===== src/rtl/pirq_pkg.sv =====
// package: register map, field positions and carriers for the irq block
package pirq_pkg;
    localparam logic [3:0] ENABLE_A_OFFSET = 4'h0;
    localparam logic [3:0] ENABLE_B_OFFSET = 4'h4;
    localparam logic [3:0] REQUEST_A_OFFSET = 4'h8;
    localparam logic [3:0] CONTROL_OFFSET = 4'hc;
    localparam logic [3:0] STATUS_OFFSET = 4'h0;
    localparam logic [7:0] ENABLE_A_MASK = 8'h7f;
    localparam logic [7:0] ENABLE_B_MASK = 8'hfd;
    localparam logic [7:0] REQUEST_A_SW_MASK = 8'h4f;
    localparam logic [7:0] REG8_RESET = 8'h00;
    localparam int ADC_BIT = 6;
    localparam int RX_BIT = 5;
    localparam int TX_BIT = 4;
    localparam int SYNC_BIT = 3;
    localparam int CAPCMP_A_BIT = 2;
    localparam int PERIOD_BIT = 1;
    localparam int OVF_BIT = 0;
    localparam int GROUP_BIT = 0;
    localparam logic [1:0] RESP_OKAY = 2'b00;
    localparam logic [1:0] RESP_SLVERR = 2'b10;

    typedef enum logic [1:0] {
        BUS_IDLE = 2'b01,
        BUS_RESP = 2'b10
    } bus_state_t;

    // peripheral event strobes for the first flag register
    typedef struct packed {
        logic adc_done;
        logic sync_done;
        logic sync_i2c_seq_done;
        logic sync_idle_start;
        logic capcmp_a_event;
        logic period_match;
        logic wide_timer_ovf;
    } events_a_t;

    typedef struct packed {
        bus_state_t wr_state;
        bus_state_t rd_state;
        logic aw_seen;
        logic w_seen;
        logic [3:0] aw_addr;
        logic [31:0] w_data;
        logic [3:0] w_strb;
        logic [1:0] bresp;
        logic [31:0] rdata;
        logic [1:0] rresp;
        logic [7:0] periph_irq_enable_a;
        logic [7:0] periph_irq_enable_b;
        logic [7:0] request_a_sw;
        logic peripheral_group_enable;
        logic periph_irq;
    } state_t;
endpackage

===== src/rtl/periph_irq_flags.sv =====
// peripheral interrupt enable and request registers behind axi4-lite
//
// Contract
// - enable_a bit 7 and enable_b bit 1 ignore writes, read zero
// - enable_a bit 6 gates the adc completion request
// - enable_a bit 5 gates the serial receive request
// - enable_a bit 4 gates the serial transmit request
// - enable_a bit 3 gates the synchronous serial port request
// - enable_a bit 2 gates the first capture/compare request
// - enable_a bit 1 gates the timer period match request
// - enable_a bit 0 gates the wide timer overflow request
// - nothing reaches the core without the peripheral group enable
// - enable_b bit 7 gates the oscillator failure request
// - enable_b bits 6 and 5 gate comparator b and a requests
// - enable_b bit 3 gates the bus collision request
// - enable_b bit 2 gates the low power wake request
// - enable_b bit 0 gates the second capture/compare request
// - flags set on events regardless of any enable; events arriving while clk_en is low are lost
// - adc flag set on completion, held until software writes zero
// - rx flag read-only, high while receive buffer holds data
// - tx flag read-only, high while transmit buffer is empty
// - sync port flag set on transfer done, software clears
// - two-wire master sequence ends and idle start also set it
// - capcmp flag set on capture or compare, software clears
// - period match flag set on match, software clears
// - overflow flag set on wide timer overflow, software clears
//
// Our own choices: the AXI4-Lite interface to the registers and the placing of the registers.
`timescale 1ns/1ps
module periph_irq_flags
    import pirq_pkg::*;
(
    input wire logic aclk,
    input wire logic aresetn,
    input wire logic clk_en,
    input wire logic [3:0] s_axi_awaddr,
    input wire logic s_axi_awvalid,
    output logic s_axi_awready,
    input wire logic [31:0] s_axi_wdata,
    input wire logic [3:0] s_axi_wstrb,
    input wire logic s_axi_wvalid,
    output logic s_axi_wready,
    output logic [1:0] s_axi_bresp,
    output logic s_axi_bvalid,
    input wire logic s_axi_bready,
    input wire logic [3:0] s_axi_araddr,
    input wire logic s_axi_arvalid,
    output logic s_axi_arready,
    output logic [31:0] s_axi_rdata,
    output logic [1:0] s_axi_rresp,
    output logic s_axi_rvalid,
    input wire logic s_axi_rready,
    input wire events_a_t events_a,
    input wire logic serial_rx_full,
    input wire logic serial_tx_empty,
    input wire logic [7:0] periph_irq_request_b,
    output logic periph_irq
);

    // ****************************************
    // state
    // ****************************************
    state_t state_reg;
    state_t state_next;
    logic [7:0] periph_irq_request_a;
    logic [7:0] set_a;
    logic [7:0] pend_b;
    logic wr_go;
    logic [7:0] wbyte;

    // ****************************************
    // flag view
    // ****************************************
    always_comb begin
        set_a = REG8_RESET;
        set_a[ADC_BIT] = events_a.adc_done;
        set_a[SYNC_BIT] = events_a.sync_done
            | events_a.sync_i2c_seq_done
            | events_a.sync_idle_start;
        set_a[CAPCMP_A_BIT] = events_a.capcmp_a_event;
        set_a[PERIOD_BIT] = events_a.period_match;
        set_a[OVF_BIT] = events_a.wide_timer_ovf;
        periph_irq_request_a = state_reg.request_a_sw;
        periph_irq_request_a[RX_BIT] = serial_rx_full;
        periph_irq_request_a[TX_BIT] = serial_tx_empty;
        pend_b = periph_irq_request_b & ENABLE_B_MASK;
    end

    assign wr_go = state_reg.aw_seen && state_reg.w_seen
        && state_reg.wr_state == BUS_IDLE;
    assign wbyte = state_reg.w_data[7:0];

    // ****************************************
    // next state
    // ****************************************
    always_comb begin
        state_next = state_reg;
        if (s_axi_awvalid && s_axi_awready) begin
            state_next.aw_seen = 1'b1;
            state_next.aw_addr = s_axi_awaddr;
        end
        if (s_axi_wvalid && s_axi_wready) begin
            state_next.w_seen = 1'b1;
            state_next.w_data = s_axi_wdata;
            state_next.w_strb = s_axi_wstrb;
        end
        if (wr_go) begin
            state_next.aw_seen = 1'b0;
            state_next.w_seen = 1'b0;
            state_next.wr_state = BUS_RESP;
            state_next.bresp = RESP_OKAY;
            case (state_reg.aw_addr)
                ENABLE_A_OFFSET: begin
                    if (state_reg.w_strb[0]) begin
                        state_next.periph_irq_enable_a =
                            wbyte & ENABLE_A_MASK;
                    end
                end
                ENABLE_B_OFFSET: begin
                    if (state_reg.w_strb[0]) begin
                        state_next.periph_irq_enable_b =
                            wbyte & ENABLE_B_MASK;
                    end
                end
                REQUEST_A_OFFSET: begin
                    if (state_reg.w_strb[0]) begin
                        // rx and tx positions are not stored
                        state_next.request_a_sw =
                            wbyte & REQUEST_A_SW_MASK;
                    end
                end
                CONTROL_OFFSET: begin
                    if (state_reg.w_strb[0]) begin
                        state_next.peripheral_group_enable =
                            wbyte[GROUP_BIT];
                    end
                end
                default: begin
                    state_next.bresp = RESP_SLVERR;
                end
            endcase
        end
        // event set wins over a software clear in the same cycle
        state_next.request_a_sw = state_next.request_a_sw | set_a;
        if (state_reg.wr_state == BUS_RESP && s_axi_bready) begin
            state_next.wr_state = BUS_IDLE;
        end
        if (state_reg.rd_state == BUS_IDLE && s_axi_arvalid) begin
            state_next.rd_state = BUS_RESP;
            state_next.rresp = RESP_OKAY;
            state_next.rdata = '0;
            case (s_axi_araddr)
                ENABLE_A_OFFSET: begin
                    state_next.rdata[7:0] =
                        state_reg.periph_irq_enable_a;
                end
                ENABLE_B_OFFSET: begin
                    state_next.rdata[7:0] =
                        state_reg.periph_irq_enable_b;
                end
                REQUEST_A_OFFSET: begin
                    state_next.rdata[7:0] = periph_irq_request_a;
                end
                CONTROL_OFFSET: begin
                    state_next.rdata[GROUP_BIT] =
                        state_reg.peripheral_group_enable;
                end
                default: begin
                    state_next.rresp = RESP_SLVERR;
                end
            endcase
        end else if (state_reg.rd_state == BUS_RESP && s_axi_rready) begin
            state_next.rd_state = BUS_IDLE;
        end
        state_next.periph_irq = state_reg.peripheral_group_enable
            && (|(periph_irq_request_a & state_reg.periph_irq_enable_a)
            || |(pend_b & state_reg.periph_irq_enable_b));
    end

    // ****************************************
    // registers
    // ****************************************
    always_ff @(posedge aclk) begin
        if (!aresetn) begin
            state_reg <= '{
                wr_state: BUS_IDLE,
                rd_state: BUS_IDLE,
                aw_seen: 1'b0,
                w_seen: 1'b0,
                aw_addr: 4'h0,
                w_data: 32'h0,
                w_strb: 4'h0,
                bresp: RESP_OKAY,
                rdata: 32'h0,
                rresp: RESP_OKAY,
                periph_irq_enable_a: REG8_RESET,
                periph_irq_enable_b: REG8_RESET,
                request_a_sw: REG8_RESET,
                peripheral_group_enable: 1'b0,
                periph_irq: 1'b0
            };
        end else if (clk_en) begin
            state_reg <= state_next;
        end
    end

    // ****************************************
    // outputs
    // ****************************************
    assign s_axi_awready = !state_reg.aw_seen && clk_en;
    assign s_axi_wready = !state_reg.w_seen && clk_en;
    assign s_axi_bvalid = state_reg.wr_state == BUS_RESP;
    assign s_axi_bresp = state_reg.bresp;
    assign s_axi_arready = state_reg.rd_state == BUS_IDLE && clk_en;
    assign s_axi_rvalid = state_reg.rd_state == BUS_RESP;
    assign s_axi_rdata = state_reg.rdata;
    assign s_axi_rresp = state_reg.rresp;
    assign periph_irq = state_reg.periph_irq;

endmodule


===== config.mk =====
export PLATFORM = sky130hd
export DESIGN_NAME = periph_irq_flags
export DESIGN_NICKNAME = d
export VERILOG_FILES = /design/src/rtl/pirq_pkg.sv /design/src/rtl/periph_irq_flags.sv
export SDC_FILE = /design/constraint.sdc
export NUM_CORES = 1
export LEC_CHECK = 0
export ABC_AREA = 1
export BUFFER_PORTS_ARGS = -buffer_cell sky130_fd_sc_hd__buf_4
export CAP_MARGIN = 30
export CORE_ASPECT_RATIO = 1.5
export CORE_MARGIN = 1.5
export CORE_UTILIZATION = 47
export DETAILED_ROUTE_END_ITERATION = 10
export GPL_TIMING_DRIVEN = 0
export HOLD_SLACK_MARGIN = 0.1
export PLACE_DENSITY = 0.85
export SLEW_MARGIN = 10
export SYNTH_ARGS = -nofsm -noshare
export SYNTH_HDL_FRONTEND = slang
export SYNTH_SLANG_ARGS = --single-unit

===== constraint.sdc =====
create_clock -name aclk -period 1.7 [get_ports aclk]
set_clock_uncertainty 0.15 [all_clocks]
set_input_delay 0.34 -clock aclk [delete_from_list [all_inputs] [get_ports aclk]]
set_output_delay 0.34 -clock aclk [all_outputs]
set_load 0.02 [all_outputs]

==> flow_summary.yaml, run 1 <==
sta:
  setup_violations: 0
  period_share_pct: 95.1
  maxSlewHeadroom_pct: 64.2
  drv_slew: 0
  tns_ns: 0
  hold_slack_ns: 0.106
  finalHoldViolCount: 0
  period_needed_ns: 1.62
  rsz0062_at_grt: "false"
  fmax_ghz: 0.619
  worst_pin_slew_ns: 0.537
pwr:
  power_switching_mw: 0.663
  p_int_mw: 1.98
  p_clk_share_pct: 37.9
  power_density_nw_per_um2: 791
  switching_share_pct: 25.1
  peakVddDrop_mv: 0.529
  p_comb_share_pct: 14.6
  power_frac_seq_pct: 47.4
  p_leak_nw: 1.69
  power.total_mw: 2.64
yosys:
  yosysWarningCount: 0
  synth_top_area_cell: "dfxtp_1"
  synth_area_um2: 2550
  synth_most_common_cell: "nand2_1"
  synth_flop_cell: "dfxtp_1"
  netlist_instances: 379
  synth_top_area_share_pct: 39.2
  synth_cell_types: 22
  synth-edff-count: 0
  yosys-top-cells-count: "nand2_1 (91), nor2_1 (52), dfxtp_1 (50)"
  syn_area_per_cell_um2: 6.73
  async_flop_share_pct: 0
  synth_area_leaders: "dfxtp_1 (39%), nand2_1 (13%), buf_4 (11%), nor2_1 (7.7%), a21oi_1 (5.9%)"
  ys_seq_elements: 50
  ys_seq_area_share_pct: 39.2
flow_run:
  drv_cap: 0
worst_hold_path:
  min_from: "s_axi_wdata[6]"
  holdPathStages: 3
  hold_end: "state_reg[72]"
  hp-class: "input pin to register"
drt:
  first_iter_violations: 96
  dr.pass1.iters: 5
  antenna_left: 0
  wirelength_um: 6200
  vias: 2638
  post_drt_wl_per_cell_um: 11.5
  drc: 0
  via_per_inst: 4.89
cts:
  clock-sinks: 50
  clk-insertion-delay-late_ns: 0.31
  root_buffer: "clkbuf_8"
  cts-buffers-inserted: 5
  cts_setup_buffers: 0
  clk_pin_slew_worst_paths_ns: 0.09
  clockBufferDepth: 2
  cts_tree: "yes"
  cts-htree-levels: 2
layout:
  antenna_cells: 0
  fillers: 497
  multi_input_area_um2: 1180
  area_growth_pct: 30.8
  final_area_um2: 3340
  largest_reg_flops: 34
  regArea_um2: 1000
  fin_util_pct: 64.1
  nets: 540
  drive_above_1_share_pct: 24.6
die:
  die_area_um2: 5890
  die_w_um: 63.2
  ios: 111
  rows: 32
  start_util_pct: 49.0
  die_h_um: 93.2
  coreArea_um2: 5200
placement:
  dp_hpwl_um: 4700
  placed_cell_area_um2: 3150
  io_buffers: 55
  gp_congestion: 0.834
global_route:
  antenna_found_initial: 0
  grt_overflow: 0
  grt_pass1_vias: 2359
  grtUsageTotal_pct: 21.2
  grt_pass1_wl_um: 9980
  grt_max_degree: 17
worst_setup_path:
  r2r_cells: 6
  critPathArrivalTime_ns: 1.13
  reg2reg_to: "periph_irq_request_a[2]"
  crit_type: "input pin to primary output"
  critPathRequiredTime_ns: 1.21
  ff2ff_setup_slack_ns: 0.14
  r2r_start: "state_reg[100]"
  worstPathMaxFanout: 10
  endpoint_kind: "primary output"
  worstSetupStartpointType: "input pin"
run_status:
  status: "finished clean"
==> cells in the final DEF, fill, tap and decap left out <==
cell / n
nand4_1: 4
nand3_1: 26
nor2_2: 3
dfxtp_1: 50
nand3b_1: 5
inv_1: 32
buf_2: 3
conb_1: 26
nor2_1: 52
nor3_1: 2
clkbuf_1: 3
buf_4: 94
o21ai_1: 14
nor3_2: 2
bufinv_16: 2
buf_1: 1
o21ai_0: 14
clkinv_4: 1
buf_6: 1
nand2_1: 91
inv_2: 4
nand4_2: 1
a21oi_1: 30
clkinv_1: 1
dlygate4sd3_1: 5
clkbuf_8: 5
==> routing by layer <==
layer / wire [um] / vias to the layer above / track usage (%)
met4: 271 / 0 / 12.2
met3: 417 / 25 / 5.05
li1: - / 1321 / -
met1: 2210 / 1176 / 21.3
met2: 3300 / 116 / 39.2
met5: 0 / - / 0
==> critical path: stages <==
cell and delay (ns):
buf_2 0.17, buf_4 0.20, inv_1 0.10, nor3_2 0.15, buf_4 0.16
==> logic make-up after synthesis <==
| kind of cell | share of synthesized area (%) |
|---|---|
| other cells | 0.147 |
| simple gates | 30.8 |
| flops | 39.2 |
| compound gates | 11.4 |
| buf+inv | 18.4 |
==> metrics by stage <==
| stage | worst slack, ns | cells |
|---|---|---|
| after floorplan | 0.123 | 404 |
| after global placement | 0.000863 | 527 |
| after detailed placement | 0.00111 | 527 |
| after CTS | 0.00461 | 540 |
| after global routing | 0.0126 | 540 |
| final | 0.0838 | 540 |
==> power by group through the flow <==
| stage | clock network, mW | registers [mW] | logic (mW) |
|---|---|---|---|
| floorplan | 0 | 1.27 | 0.246 |
| global placement | 0 | 1.27 | 0.365 |
| detailed placement | 0 | 1.28 | 0.372 |
| CTS | 1.01 | 1.25 | 0.383 |
| global route | 1.06 | 1.26 | 0.422 |
| finish | 1.00 | 1.25 | 0.386 |
==> layout make-up <==
cell class | instances | share of cell area (%)
repair buffers | 60 | 13.9
well taps | 68 | 2.55
inverters | 37 | 4.16
clock inverters | 3 | 2.06
flip-flops and latches | 50 | 30.0
clock buffers | 5 | 2.06
multi-input cells | 270 | 35.3
plain buffers | 47 | 10.0
==> what timing repair did <==
item                       4_1_cts  5_1_grt
hold endpoints to repair         5        0
gates resized for setup          0        2
setup endpoints to repair        0        2
hold buffers                     5        0
==> worst max path at each step <==
| stage | startpoint | end | slack [ns] | cells after the start |
|---|---|---|---|---|
| after detailed placement | clk_en | s_axi_arready | 0.001 | 5 |
| after global placement | clk_en | s_axi_arready | 0.0009 | 5 |
| after global routing | clk_en | s_axi_arready | 0.01 | 5 |
| after CTS | clk_en | s_axi_arready | 0.005 | 5 |
| after floorplan | clk_en | s_axi_arready | 0.12 | 4 |
| final | clk_en | s_axi_arready | 0.08 | 5 |
No activity file was read; power rests on OpenSTA's default activity.
==> inputs of run 2 (changes only) <==
--- a/config.mk
+++ b/config.mk
@@ -12,7 +12,6 @@
 export CORE_MARGIN = 1.5
 export CORE_UTILIZATION = 47
 export DETAILED_ROUTE_END_ITERATION = 10
-export GPL_TIMING_DRIVEN = 0
 export HOLD_SLACK_MARGIN = 0.1
 export PLACE_DENSITY = 0.85
 export SLEW_MARGIN = 10
==> constraint.sdc (replaced) <==
create_clock -name aclk -period 1.5 [get_ports aclk]
set_clock_uncertainty 0.15 [all_clocks]
set_input_delay 0.3 -clock aclk [delete_from_list [all_inputs] [get_ports aclk]]
set_output_delay 0.3 -clock aclk [all_outputs]
set_load 0.02 [all_outputs]
==> flow_summary.yaml, run 2 (same netlist as run 1, synthesis figures left out) <==
worst_setup_path:
  endpoint_kind: "primary output"
  critPathCapture: "s_axi_wready"
  cp-startpoint: "state_reg[102]"
  r2r_cells: 8
  r2r_start: "state_reg[99]"
  reg2reg_to: "state_reg[17]"
  critPathArrivalTime_ns: 1.02
  ff2ff_setup_slack_ns: 0.08
  worstPathMaxFanout: 3
  critPathRequiredTime_ns: 1.05
  worstSetupStartpointType: "register"
  crit_type: "register to primary output"
cts:
  clock-sinks: 50
  cts-htree-levels: 2
  clockBufferDepth: 2
  clk_pin_slew_worst_paths_ns: 0.09
  cts_setup_buffers: 0
  cts_tree: "yes"
  clk-insertion-delay-late_ns: 0.31
  cts-buffers-inserted: 5
  root_buffer: "clkbuf_8"
flow_run:
  drv_cap: 0
die:
  ios: 111
  die_w_um: 63.2
  die_area_um2: 5890
  start_util_pct: 49.0
  coreArea_um2: 5200
  die_h_um: 93.2
  rows: 32
global_route:
  grt_overflow: 0
  grtUsageTotal_pct: 20.5
  grt_pass1_wl_um: 9600
  antenna_found_initial: 0
  grt_max_degree: 25
  grt_pass1_vias: 2277
run_status:
  status: "finished clean"
worst_hold_path:
  hp-class: "input pin to register"
sta:
  drv_slew: 0
  setup_violations: 0
  fmax_ghz: 0.681
  period_needed_ns: 1.47
  period_share_pct: 97.8
  finalHoldViolCount: 0
  tns_ns: 0
drt:
  dr.pass1.iters: 4
  antenna_left: 0
  drc: 0
  wirelength_um: 5860
  post_drt_wl_per_cell_um: 11.4
  first_iter_violations: 59
  vias: 2484
  via_per_inst: 4.82
layout:
  antenna_cells: 0
  nets: 515
  instances_no_fill: 515
  area_growth_pct: 25.2
  fin_util_pct: 61.4
  largest_reg_flops: 34
  drive_above_1_share_pct: 20.6
  mostFrequentLayoutCells: "nand2_1 (91), buf_4 (68), dfxtp_1 (49), nor2_1 (47), inv_1 (31)"
  layout_commonest_cell: "nand2_1"
placement:
  dp_hpwl_um: 4270
  gp_congestion: 0.833
  dp_cells: 493
  io_buffers: 56
pwr:
  power_density_nw_per_um2: 865
  p_leak_nw: 1.55
  peakVddDrop_mv: 0.510
run 2: per-layer routing:
metal  track usage [%]  wire, um
met5                 0         0
met1              21.3      2280
met4              11.1       208
met2              38.3      3120
met3              3.61       255
run 2: through the flow:
stage / hold WS (ns) / total power [mW] / setup slack, ns / cell area (um^2)
floorplan: 0.273 / 1.71 / 0.00348 / 2650
global placement: 0.279 / 1.81 / 0.0810 / 2910
detailed placement: 0.286 / 1.82 / -0.00918 / 2910
CTS: 0.119 / 2.76 / 0.0326 / 3160
global route: 0.143 / 2.87 / -0.0138 / 3190
finish: 0.107 / 2.76 / 0.0323 / 3190
run 2: area by class of cell:
type                            instances  area [um^2]
Inverter                               37          139
Multi-Input combinational cell        270         1210
Sequential cell                        50         1000
Clock inverter                          1         30.0
Fill cell                             506         2010
Timing Repair Buffer                   82          651
Tap cell                               68         85.1
Clock buffer                            7         76.3
run 2: critical path, cell delays in order (launching register included):
cell and delay [ns]:
dfxtp_1 0.32, buf_4 0.14, nor2_1 0.10, buf_4 0.15
run 2: power by group:
group	leakage (nW)	switching [mW]	total [mW]	internal [mW]
clock	0.0524	0.427	0.926	0.499
combinational	1.09	0.247	0.424	0.178
sequential	0.407	0.0382	1.41	1.38
total	1.55	0.711	2.76	2.05
run 2: how the worst min path moves through the flow:
| stage | from | end | slack (ns) | cells past startpoint |
|---|---|---|---|---|
| finish | s_axi_awaddr[1] | state_reg[99] | 0.11 | 3 |
| global route | s_axi_awaddr[3] | state_reg[101] | 0.14 | 3 |
| CTS | s_axi_bready | state_reg[106] | 0.12 | 3 |
| detailed placement | state_reg[99] | state_reg[99] | 0.29 | 2 |
| global placement | state_reg[98] | state_reg[98] | 0.28 | 2 |
| floorplan | state_reg[98] | state_reg[98] | 0.27 | 2 |
run 2: repair_timing:
item / CTS / global route
cloned: 0 / 0
endpoints found under the hold margin: 14 / 0
hold buffers: 14 / 0
resized for setup: 1 / 15
setup endpoints to repair: 5 / 29
